File: src/verilog/dpm_defs.svh
// constants of the drive power mode controller
`ifndef DPM_DEFS_SVH
`define DPM_DEFS_SVH
// power mode opcodes, two aliases each
`define DPM_OP_SBY_IMM_A 8'h94
`define DPM_OP_SBY_IMM_B 8'hE0
`define DPM_OP_IDL_IMM_A 8'h95
`define DPM_OP_IDL_IMM_B 8'hE1
`define DPM_OP_SBY_A 8'h96
`define DPM_OP_SBY_B 8'hE2
`define DPM_OP_IDL_A 8'h97
`define DPM_OP_IDL_B 8'hE3
`define DPM_OP_CHK_A 8'h98
`define DPM_OP_CHK_B 8'hE5
`define DPM_OP_SLP_A 8'h99
`define DPM_OP_SLP_B 8'hE6
// check power mode answers
`define DPM_CHK_STANDBY 8'h00
`define DPM_CHK_SPINNING 8'hFF
// timeout code boundaries
`define DPM_CODE_OFF 8'h00
`define DPM_CODE_STEP_MAX 8'hF0
`define DPM_CODE_HALF_MAX 8'hFB
`define DPM_CODE_21M 8'hFC
`define DPM_CODE_10H 8'hFD
`define DPM_CODE_21M15 8'hFF
// timeout lengths in seconds
`define DPM_SEC_STEP 17'h00005
`define DPM_SEC_HALF_HOUR 17'h00708
`define DPM_SEC_21M 17'h004EC
`define DPM_SEC_10H 17'h08CA0
`define DPM_SEC_21M15 17'h004FB
// one second in clock cycles
`define DPM_SEC_NS 1000000000
`define DPM_CLK_NS 10
`define DPM_SEC_CYCLES (`DPM_SEC_NS / `DPM_CLK_NS)
`endif

File: src/verilog/dpm_pkg.sv
// types of the drive power mode controller
package dpm_pkg;
  typedef enum logic [1:0] {
    DPM_ACTIVE = 2'b00,
    DPM_IDLE = 2'b01,
    DPM_STANDBY = 2'b10,
    DPM_SLEEP = 2'b11
  } dpm_pmode_t;
  typedef enum logic [1:0] {
    DPM_SEQ_READY = 2'b00,
    DPM_SEQ_DONE = 2'b01,
    DPM_SEQ_WSTOP = 2'b10,
    DPM_SEQ_WSPEED = 2'b11
  } dpm_seq_t;
endpackage : dpm_pkg

File: src/verilog/dpm_tmr_if.sv
// link between the power controller and its power-down timer
`timescale 1ns/100ps
`default_nettype none
interface dpm_tmr_if;
  logic load;
  logic reload;
  logic [7:0] code;
  logic run;
  logic expire;
  modport ctrl (output load, output reload, output code, output run,
    input expire);
  modport tmr (input load, input reload, input code, input run,
    output expire);
endinterface : dpm_tmr_if
`default_nettype wire
File: src/verilog/dpm_apd_timer.sv
// automatic power-down countdown with one-second prescaler
`timescale 1ns/100ps
`default_nettype none
`include "dpm_defs.svh"
module dpm_apd_timer
  import dpm_pkg::*;
#(
  parameter int unsigned SEC_CYCLES = `DPM_SEC_CYCLES
)(
  // clock and synchronised reset
  input wire logic mclk,
  input wire logic rst_n,
  // controller side
  dpm_tmr_if.tmr tif
);
  logic [7:0] code_q, code_d;
  logic [16:0] sec_q, sec_d;
  logic [26:0] pre_q, pre_d;
  logic exp_q, exp_d;

  // timeout code to seconds; reserved 254 acts as disabled
  function automatic logic [16:0] secs(input logic [7:0] c);
    logic [16:0] r;
    r = 17'h00000;
    if (c == `DPM_CODE_OFF)
      r = 17'h00000;
    else if (c <= `DPM_CODE_STEP_MAX)
      r = 17'(17'(c) * `DPM_SEC_STEP);
    else if (c <= `DPM_CODE_HALF_MAX)
      r = 17'(17'(c - `DPM_CODE_STEP_MAX) * `DPM_SEC_HALF_HOUR);
    else if (c == `DPM_CODE_21M)
      r = `DPM_SEC_21M;
    else if (c == `DPM_CODE_10H)
      r = `DPM_SEC_10H;
    else if (c == `DPM_CODE_21M15)
      r = `DPM_SEC_21M15;
    return r;
  endfunction : secs

  // countdown; a load wins over a reload, both restart the prescaler
  always_comb
  begin
    code_d = code_q;
    sec_d = sec_q;
    pre_d = pre_q;
    exp_d = 1'b0;
    if (tif.load)
    begin
      code_d = tif.code;
      sec_d = secs(tif.code);
      pre_d = 27'h0000000;
    end
    else if (tif.reload)
    begin
      sec_d = secs(code_q);
      pre_d = 27'h0000000;
    end
    else if (tif.run && sec_q != 17'h00000)
    begin
      if (pre_q == 27'(SEC_CYCLES - 1))
      begin
        pre_d = 27'h0000000;
        sec_d = sec_q - 17'h00001;
        exp_d = (sec_q == 17'h00001);
      end
      else
        pre_d = pre_q + 27'h0000001;
    end
  end

  always_ff @(posedge mclk or negedge rst_n)
  begin
    if (!rst_n)
    begin
      code_q <= 8'h00;
      sec_q <= 17'h00000;
      pre_q <= 27'h0000000;
      exp_q <= 1'b0;
    end
    else
    begin
      code_q <= code_d;
      sec_q <= sec_d;
      pre_q <= pre_d;
      exp_q <= exp_d;
    end
  end

  assign tif.expire = exp_q;
endmodule : dpm_apd_timer
`default_nettype wire

File: src/verilog/dpm_ctrl.sv
// drive power mode controller: command decode, busy, spindle requests
`timescale 1ns/100ps
`default_nettype none
`include "dpm_defs.svh"
module dpm_ctrl
  import dpm_pkg::*;
#(
  parameter int unsigned SEC_CYCLES = `DPM_SEC_CYCLES
)(
  // clock and reset
  input wire logic mclk,
  input wire logic rst_b,
  // host commands
  input wire logic soft_reset,
  input wire logic cmd_valid,
  input wire logic [7:0] cmd_opcode,
  input wire logic [7:0] cmd_count,
  input wire logic cmd_disk,
  input wire logic disk_done,
  // spindle status
  input wire logic spin_at_speed,
  input wire logic spin_stopped,
  // host status
  output logic device_busy_flag,
  output logic host_intrq,
  output logic [7:0] count_out,
  output logic count_valid,
  // drive actions
  output logic spin_up_req,
  output logic spin_down_req,
  output logic park_req,
  output logic circ_off,
  output logic disk_go,
  output var dpm_pmode_t power_mode
);
  logic rst_meta_q, rst_n_q;
  dpm_pmode_t mode_q, mode_d;
  dpm_seq_t seq_q, seq_d;
  logic busy_q, busy_d, irq_q, irq_d, cv_q, cv_d;
  logic up_q, up_d, dn_q, dn_d, park_q, park_d;
  logic off_q, off_d, go_q, go_d, ld_q, ld_d, rl_q, rl_d;
  logic [7:0] cnt_q, cnt_d, code_q, code_d;
  logic accept;
  dpm_tmr_if tif ();

  // release reset through two flops so the whole block leaves it together
  always_ff @(posedge mclk or negedge rst_b)
  begin
    if (!rst_b)
    begin
      rst_meta_q <= 1'b0;
      rst_n_q <= 1'b0;
    end
    else
    begin
      rst_meta_q <= 1'b1;
      rst_n_q <= rst_meta_q;
    end
  end

  // two opcodes name each power command
  function automatic logic is_op(input logic [7:0] op, input logic [7:0] a,
    input logic [7:0] b);
    return op == a || op == b;
  endfunction : is_op

  // a command is taken only when idle in sequence and not asleep
  assign accept = cmd_valid && seq_q == DPM_SEQ_READY &&
    mode_q != DPM_SLEEP;

  // command decode and power sequencing
  always_comb
  begin
    mode_d = mode_q;
    seq_d = seq_q;
    busy_d = busy_q;
    cnt_d = cnt_q;
    code_d = code_q;
    off_d = off_q;
    irq_d = 1'b0;
    cv_d = 1'b0;
    up_d = 1'b0;
    dn_d = 1'b0;
    park_d = 1'b0;
    go_d = 1'b0;
    ld_d = 1'b0;
    rl_d = disk_done;
    if (soft_reset)
    begin
      mode_d = DPM_ACTIVE;
      seq_d = DPM_SEQ_READY;
      busy_d = 1'b0;
      off_d = 1'b0;
      up_d = spin_stopped;
    end
    else
    begin
      case (seq_q)
        DPM_SEQ_READY:
        begin
          if (accept)
          begin
            rl_d = 1'b1;
            busy_d = 1'b1;
            seq_d = DPM_SEQ_DONE;
            if (is_op(cmd_opcode, `DPM_OP_SBY_IMM_A, `DPM_OP_SBY_IMM_B))
            begin
              mode_d = DPM_STANDBY;
              dn_d = !spin_stopped;
              off_d = 1'b0;
            end
            else if (is_op(cmd_opcode, `DPM_OP_IDL_IMM_A, `DPM_OP_IDL_IMM_B))
            begin
              mode_d = DPM_IDLE;
              up_d = spin_stopped;
              park_d = 1'b1;
              off_d = 1'b1;
            end
            else if (is_op(cmd_opcode, `DPM_OP_SBY_A, `DPM_OP_SBY_B))
            begin
              mode_d = DPM_STANDBY;
              dn_d = !spin_stopped;
              code_d = cmd_count;
              ld_d = 1'b1;
              off_d = 1'b0;
            end
            else if (is_op(cmd_opcode, `DPM_OP_IDL_A, `DPM_OP_IDL_B))
            begin
              mode_d = DPM_IDLE;
              up_d = spin_stopped;
              code_d = cmd_count;
              ld_d = 1'b1;
              park_d = 1'b1;
              off_d = 1'b1;
            end
            else if (is_op(cmd_opcode, `DPM_OP_CHK_A, `DPM_OP_CHK_B))
            begin
              // a spindle not yet at speed counts as standby
              cv_d = 1'b1;
              cnt_d = (mode_q == DPM_STANDBY || !spin_at_speed) ?
                `DPM_CHK_STANDBY : `DPM_CHK_SPINNING;
            end
            else if (is_op(cmd_opcode, `DPM_OP_SLP_A, `DPM_OP_SLP_B))
            begin
              mode_d = DPM_SLEEP;
              dn_d = !spin_stopped;
              off_d = 1'b0;
              seq_d = DPM_SEQ_WSTOP;
            end
            else if (cmd_disk && !spin_at_speed)
            begin
              up_d = spin_stopped;
              seq_d = DPM_SEQ_WSPEED;
            end
            else
            begin
              // other commands pass straight on to the command engine
              busy_d = 1'b0;
              seq_d = DPM_SEQ_READY;
              go_d = cmd_disk;
              if (cmd_disk)
              begin
                mode_d = DPM_ACTIVE;
                off_d = 1'b0;
              end
            end
          end
          else if (tif.expire && mode_q != DPM_SLEEP)
          begin
            mode_d = DPM_STANDBY;
            dn_d = !spin_stopped;
            off_d = 1'b0;
          end
        end
        DPM_SEQ_DONE:
        begin
          // change is under way; spindle motion is not awaited
          busy_d = 1'b0;
          irq_d = 1'b1;
          seq_d = DPM_SEQ_READY;
        end
        DPM_SEQ_WSTOP:
        begin
          if (spin_stopped)
          begin
            busy_d = 1'b0;
            irq_d = 1'b1;
            seq_d = DPM_SEQ_READY;
          end
        end
        DPM_SEQ_WSPEED:
        begin
          if (spin_at_speed)
          begin
            busy_d = 1'b0;
            go_d = 1'b1;
            mode_d = DPM_ACTIVE;
            off_d = 1'b0;
            seq_d = DPM_SEQ_READY;
          end
          // a spindle caught spinning down would never reach speed
          else
            up_d = spin_stopped && !up_q;
        end
        default:
        begin
          seq_d = DPM_SEQ_READY;
        end
      endcase
    end
  end

  always_ff @(posedge mclk or negedge rst_n_q)
  begin
    if (!rst_n_q)
    begin
      mode_q <= DPM_ACTIVE;
      seq_q <= DPM_SEQ_READY;
      busy_q <= 1'b0;
      irq_q <= 1'b0;
      cv_q <= 1'b0;
      cnt_q <= 8'h00;
      code_q <= 8'h00;
      up_q <= 1'b0;
      dn_q <= 1'b0;
      park_q <= 1'b0;
      off_q <= 1'b0;
      go_q <= 1'b0;
      ld_q <= 1'b0;
      rl_q <= 1'b0;
    end
    else
    begin
      mode_q <= mode_d;
      seq_q <= seq_d;
      busy_q <= busy_d;
      irq_q <= irq_d;
      cv_q <= cv_d;
      cnt_q <= cnt_d;
      code_q <= code_d;
      up_q <= up_d;
      dn_q <= dn_d;
      park_q <= park_d;
      off_q <= off_d;
      go_q <= go_d;
      ld_q <= ld_d;
      rl_q <= rl_d;
    end
  end

  // timer runs only in active or idle mode and when no command is in progress
  assign tif.load = ld_q;
  assign tif.reload = rl_q;
  assign tif.code = code_q;
  assign tif.run = (mode_q == DPM_ACTIVE || mode_q == DPM_IDLE) &&
    seq_q == DPM_SEQ_READY;

  dpm_apd_timer #(.SEC_CYCLES(SEC_CYCLES)) u_timer (
    .mclk(mclk),
    .rst_n(rst_n_q),
    .tif(tif)
  );

  assign device_busy_flag = busy_q;
  assign host_intrq = irq_q;
  assign count_out = cnt_q;
  assign count_valid = cv_q;
  assign spin_up_req = up_q;
  assign spin_down_req = dn_q;
  assign park_req = park_q;
  assign circ_off = off_q;
  assign disk_go = go_q;
  assign power_mode = mode_q;
endmodule : dpm_ctrl
`default_nettype wire

File: config.mk
export PLATFORM = sky130hd
export DESIGN_NAME = dpm_ctrl
export DESIGN_NICKNAME = d
export VERILOG_FILES = /design/src/verilog/dpm_pkg.sv /design/src/verilog/dpm_tmr_if.sv /design/src/verilog/dpm_apd_timer.sv /design/src/verilog/dpm_ctrl.sv
export VERILOG_INCLUDE_DIRS = /design/src /design/src/verilog
export SDC_FILE = /design/constraint.sdc
export NUM_CORES = 1
export LEC_CHECK = 0
export ABC_AREA = 1
export BUFFER_PORTS_ARGS = -buffer_cell sky130_fd_sc_hd__buf_4
export CORE_MARGIN = 4
export CORE_UTILIZATION = 40
export DETAILED_ROUTE_END_ITERATION = 16
export GPL_TIMING_DRIVEN = 0
export SLEW_MARGIN = 20
export SYNTH_ARGS = -nofsm -noshare
export SYNTH_HDL_FRONTEND = slang
export SYNTH_SLANG_ARGS = --single-unit
File: constraint.sdc
create_clock -name mclk -period 5.85 [get_ports mclk]
set_input_delay 1.17 -clock mclk [delete_from_list [all_inputs] [get_ports mclk]]
set_output_delay 1.17 -clock mclk [all_outputs]
set_load 0.02 [all_outputs]
* Word level (Yosys, flattened, before mapping) *
Index checks and enable logic that the tools add are counted.

word-level totals
  flip-flop bits (word level) = 85
  output and inout bits = 18
  word-level logic and storage cells = 236

operators by class
  $add $sub $neg = 4
  $mul = 4
  magnitude comparators = 4
  eq/ne operators = 33
  muxes and demuxes = 134
  bitwise operators = 5
  reductions and logical operators = 32

operator list
  cell                   count
  $mux 17                14
  $eq 8x8->1 const B     18
  $mux 27                4
  $mux 1                 82
  $mux 2                 22
  $mul 17x8->14 const B  2
  $le 8x8->1 const B     4
  $add 27x1->27 const B  1
  $eq 27x27->1 const B   1
  $mux 8                 3
  $mul 8x3->11 const B   2
  $mux 11                2
  $ne 9x9->1 const B     2
  $sub 8x8->9 const B    2
  $eq 17x1->1 const B    1
  $reduce_bool 17->1     1
  $sub 17x1->17 const B  1
  $logic_not 8->1        2
  $reduce_and 6->1       2
  $ne 3x3->1 const B     3
  $reduce_bool 3->1      3
  $logic_or 1x1->1       8
  $ne 8x8->1 const B     1
  $pmux 1 s2             4
  15 further kinds       31

* Longest topological paths before layout *
  depth after elaboration = 12
  gate-level depth with buffers = 22
  mapped depth without buffers = 22

* Hierarchy *
From an unflattened synthesis, not the netlist that was laid out.

second synthesis, totals
  cell total of the unflattened synthesis = 1190
  area total of the unflattened synthesis = 8279.2 um2

modules (own cells, without submodules)
  module         times used  cells an instance  area an instance (um2)
  dpm_apd_timer  1           975                6713.9
  dpm_ctrl       1           215                1565.3

* Least setup slack after synthesis *
No wires, ideal clock.

  kind = register -> register
  start point = register code_q[4]
  end point = register u_timer.sec_q[15]
  arrival time = 3570 ps
  required time = 5737 ps
  setup slack = 2167 ps
  stages on the path, launching flop included = 20
  path buffers = 0
  clock period less this slack = 3683 ps
  cells stage by stage = dfrtp_1 inv_1 ha_1 xnor2_1 xnor2_1 ha_1 inv_1 fa_1 inv_1 ha_1 ha_1 a21oi_1 nand3_1 or2_2 nand3_1 nand2_1 nand2_1 nand3_1 nand2_1 inv_1

on the way
  word-level cells in the longest chain between the ends = 7
  elaborated cells between the ends (all ways) = 13
  classes of those cells = add/sub (1); mul (1); order compare (2); eq/ne (2); mux (6); reduce/logical (1)

RTL lines
  element                                                line                 text
  start: declaration                                     dpm_ctrl.sv:42       logic [7:0] cnt_q, cnt_d, code_q, code_d;
  start signal: assignment                               dpm_ctrl.sv:240      code_q <= code_d;
  branches (longest 5 deep; another with $mul 17x8->14)  --
  $mux 17 *                                              dpm_apd_timer.sv:25  if (c == `DPM_CODE_OFF)
  $mux 17 *                                              dpm_apd_timer.sv:47  if (tif.load)
  end signal: assignment                                 dpm_apd_timer.sv:76  sec_q <= 17'h00000;
  end signal: assignment                                 dpm_apd_timer.sv:83  sec_q <= sec_d;
  end: declaration                                       dpm_apd_timer.sv:17  logic [16:0] sec_q, sec_d;

Mark *: on every way between the ends.
A chain may end at the register's enable or synchronous reset.

* Final worst setup path *
  start point = register code_q[4]
  end point = register u_timer.sec_q[16]

on the way
  word-level cells in the longest chain between the ends = 6
  elaborated cells between the ends (all ways) = 11
  classes of those cells = add/sub (1); mul (1); order compare (2); eq/ne (1); mux (5); reduce/logical (1)

RTL lines
  element                                                     line                 text
  $sub 8x8->9 (no source line) or $eq 8x8->1 (tied branches)  --
  $mul 17x8->14 (no source line) or $mux 17 (tied branches)   --
  $mux 17                                                     dpm_apd_timer.sv:29  else if (c <= `DPM_CODE_HALF_MAX)
  $mux 17                                                     dpm_apd_timer.sv:27  else if (c <= `DPM_CODE_STEP_MAX)
  $mux 17 *                                                   dpm_apd_timer.sv:25
  $mux 17 *                                                   dpm_apd_timer.sv:47

Every way passes the cells marked *; elsewhere a longest branch is shown, timed or not.

==> flow_metrics.env <==
export IMPL_status="completed"
export IMPL_fillCellCount=2020
export IMPL_dp_cells=1410
export IMPL_core_um2=19500
export IMPL_irDropWorstVdd_uv=687
export IMPL_endpoint_kind="flip-flop"
export IMPL_rows=51
export IMPL_yosysWarnings=0
export IMPL_pre_cts_slack_ns=1.46
export IMPL_vias_per_cell=5.10
export IMPL_slew_headroom_pct=60.8
export IMPL_dieArea_um2=22100
export IMPL_cts_sinks=78
export IMPL_synth_cell_area_um2=7900
export IMPL_drtIter0Drc=368
export IMPL_grt_usage_pct=19.7
export IMPL_final_setup_tns_ns=0
export IMPL_tritoncts="done"
export IMPL_ant_nets=0
export IMPL_clkSlewWorstSetupHoldPaths_ns=0.07
export IMPL_cp_start_kind="flip-flop"
export IMPL_hold_viol=0
export IMPL_post_cts_buffers=0
export IMPL_syn_to_final_growth_pct=11.9
export IMPL_wl_per_cell_um=14.9
export IMPL_power_leakage_uw=0.00449
export IMPL_fin_skew_ns=0.00826
export IMPL_grt_pass1_vias=7106
export IMPL_syn_avg_cell_area_um2=7.16
export IMPL_h_tree_depth=3
export IMPL_io_pins=42
export IMPL_ys_seq_elements=78
export IMPL_multiInputGateArea_um2=5150
export IMPL_maxCapViolCount=0
export IMPL_synth_flop_cell="dfrtp_1"
export IMPL_place_hpwl_mm=17.0
export IMPL_drive_gt1_share_pct=10.1
export IMPL_cp_arrival_ns=4.68
export IMPL_netlist_area_leader_share_pct=24.7
export IMPL_setup_slack_ns=1.41
export IMPL_async_flop_share_pct=100
export IMPL_holdWs_ns=0.328
export IMPL_synth_area_leaders="dfrtp_1 25%, ha_1 15%, nand2_1 13%, inv_1 8.0%, fa_1 5.6%"
export IMPL_yosys_cell_types_count=54
export IMPL_cts_root_buf="clkbuf_16"
export IMPL_synth_nets=1241
export IMPL_ys_seq_area_share_pct=24.7
export IMPL_nNetsFinal=1294
export IMPL_grt_max_degree=41
export IMPL_synth_top_area_cell="dfrtp_1"
export IMPL_min_period_over_period_pct=75.8
export IMPL_critical_path_required_ns=6.09
export IMPL_grt_pass1_wl_mm=35.4
export IMPL_maxSlewViolCount=0
export IMPL_ctsHoldBuffers=0
export IMPL_register_area_um2=1960
export IMPL_setup_violations=0
export IMPL_synth_cells=1103
export IMPL_drt_total_wl_mm=21.2
export IMPL_routabilityCongestion=0.909
export IMPL_cts_resized_gates=0
export IMPL_rsz0062_at_grt="false"
export IMPL_tightest_slew_ns=0.585
export IMPL_start_util_pct=40.6
export IMPL_layout_common_cells="263 x nand2_1, 168 x inv_1, 92 x ha_1, 87 x nor2_1, 81 x nand3_1"
export IMPL_hold_class="flip-flop to asynchronous set/reset pin"
export IMPL_fin_cells=1426
export IMPL_die_w_um=149
export IMPL_p_total_uw=4140
export IMPL_cp_max_fo=9
export IMPL_post_route_drc_count=0
export IMPL_die_h_um=149
export IMPL_antenna_diode_count=0
export IMPL_cts_buffers=9
export IMPL_max_freq_mhz=225
export IMPL_portBuffers=41
export IMPL_grt_overflow=0
export IMPL_vias=7279
export IMPL_power_density_nw_per_um2=468
export IMPL_period_needed_ns=4.44
export IMPL_mostFrequentLayoutCell="nand2_1"
export IMPL_antenna_found_initial=0
export IMPL_synth_edf_count=0
export IMPL_drt_first_pass_iters=5
export IMPL_clk_latency_ns=0.35
export IMPL_cts_buffer_depth=2
export IMPL_worstSetupPathType="flip-flop to flip-flop"
-- routing by layer --
metal	track usage [%]	part of all wire (%)	vias up
met5	0	0	-
met4	6.42	2.3	0
met3	2.89	4.6	31
met2	32.1	46	160
met1	27.1	47	3358
li1	-	-	3730
-- path summary, 6_finish.rpt --
check / start / endpoint / slack [ns] / cells past startpoint
worst max-delay path: code_q[4] / u_timer.sec_q[16] / 1.41 / 15
worst min-delay path: rst_n_q / ld_q / 0.33 / 0
worst max register to register: code_q[4] / u_timer.sec_q[16] / 1.41 / 15
worst min register to register: rst_n_q / ld_q / 0.33 / 0
max in group asynchronous: rst_n_q / u_timer.sec_q[14] / 4.90 / 1
min in group mclk: rst_meta_q / rst_n_q / 0.36 / 0
-- metrics by stage --
stage,utilization [%],instance area [um2]
floorplan,-,7900
global placement,43.9,8540
detailed placement,44.0,8560
CTS,45.4,8830
global route,45.4,8830
finish,45.4,8830
-- where the power goes --
| part | internal (uW) | switching [uW] | leakage, uW |
|---|---|---|---|
| clock network | 288 | 246 | 0.000128 |
| registers | 621 | 128 | 0.000971 |
| logic | 1150 | 1700 | 0.00339 |
| total | 2060 | 2080 | 0.00449 |
-- sequential cells by signal, summed over array words and instances, names as in the netlist, 2 cells and up --
signal and cells:
code_q 8, power_mode 2, seq_q 2, u_timer.code_q 8
u_timer.pre_q 27, u_timer.sec_q 17
-- cells by family (layout without fill, tap and decap cells) --
group / Yosys count / after routing / share of synthesized area (%)
and+or+nand+nor: 517 / 517 / 29.1
buffers and inverters: 193 / 251 / 10.0
AOI/OAI and AO/OA: 173 / 173 / 13.0
adders and majority gates: 114 / 114 / 20.2
DFF: 78 / 78 / 24.7
xor gates and xnor gates: 27 / 27 / 2.99
other: 1 / 1 / 0.0475
-- synth_stat cells (all sizes together) (16+ instances only) --
library cell and instances:
dfrtp 78, fa 22, xor2 16, inv 173, nand4 29, o21ai 68
nand3 84, ha 92, a21oi 59, nor2 96, buf 16, nand2 270
nor3 25
-- cell type report --
type | count | share of cell area [%]
plain buffers | 20 | 1.56
clock buffers | 9 | 2.55
clock inverters | 7 | 0.566
inverters | 173 | 7.38
multi-input cells | 832 | 58.3
flip-flops and latches | 78 | 22.1
well taps | 265 | 3.75
repair buffers | 42 | 3.71
-- critical path, cell delays in order (launching register included) --
cell,delay [ns]
dfrtp_1,0.62
inv_1,0.24
ha_1,0.42
fa_1,0.50
ha_1,0.32
fa_1,0.48
ha_1,0.31
ha_1,0.37
a21oi_1,0.16
o21ai_0,0.09
a31oi_1,0.23
nand3_1,0.12
nand3_1,0.14
nand3_1,0.18
nand2_1,0.10
inv_1,0.04
Power figures use the tool's default switching activity.
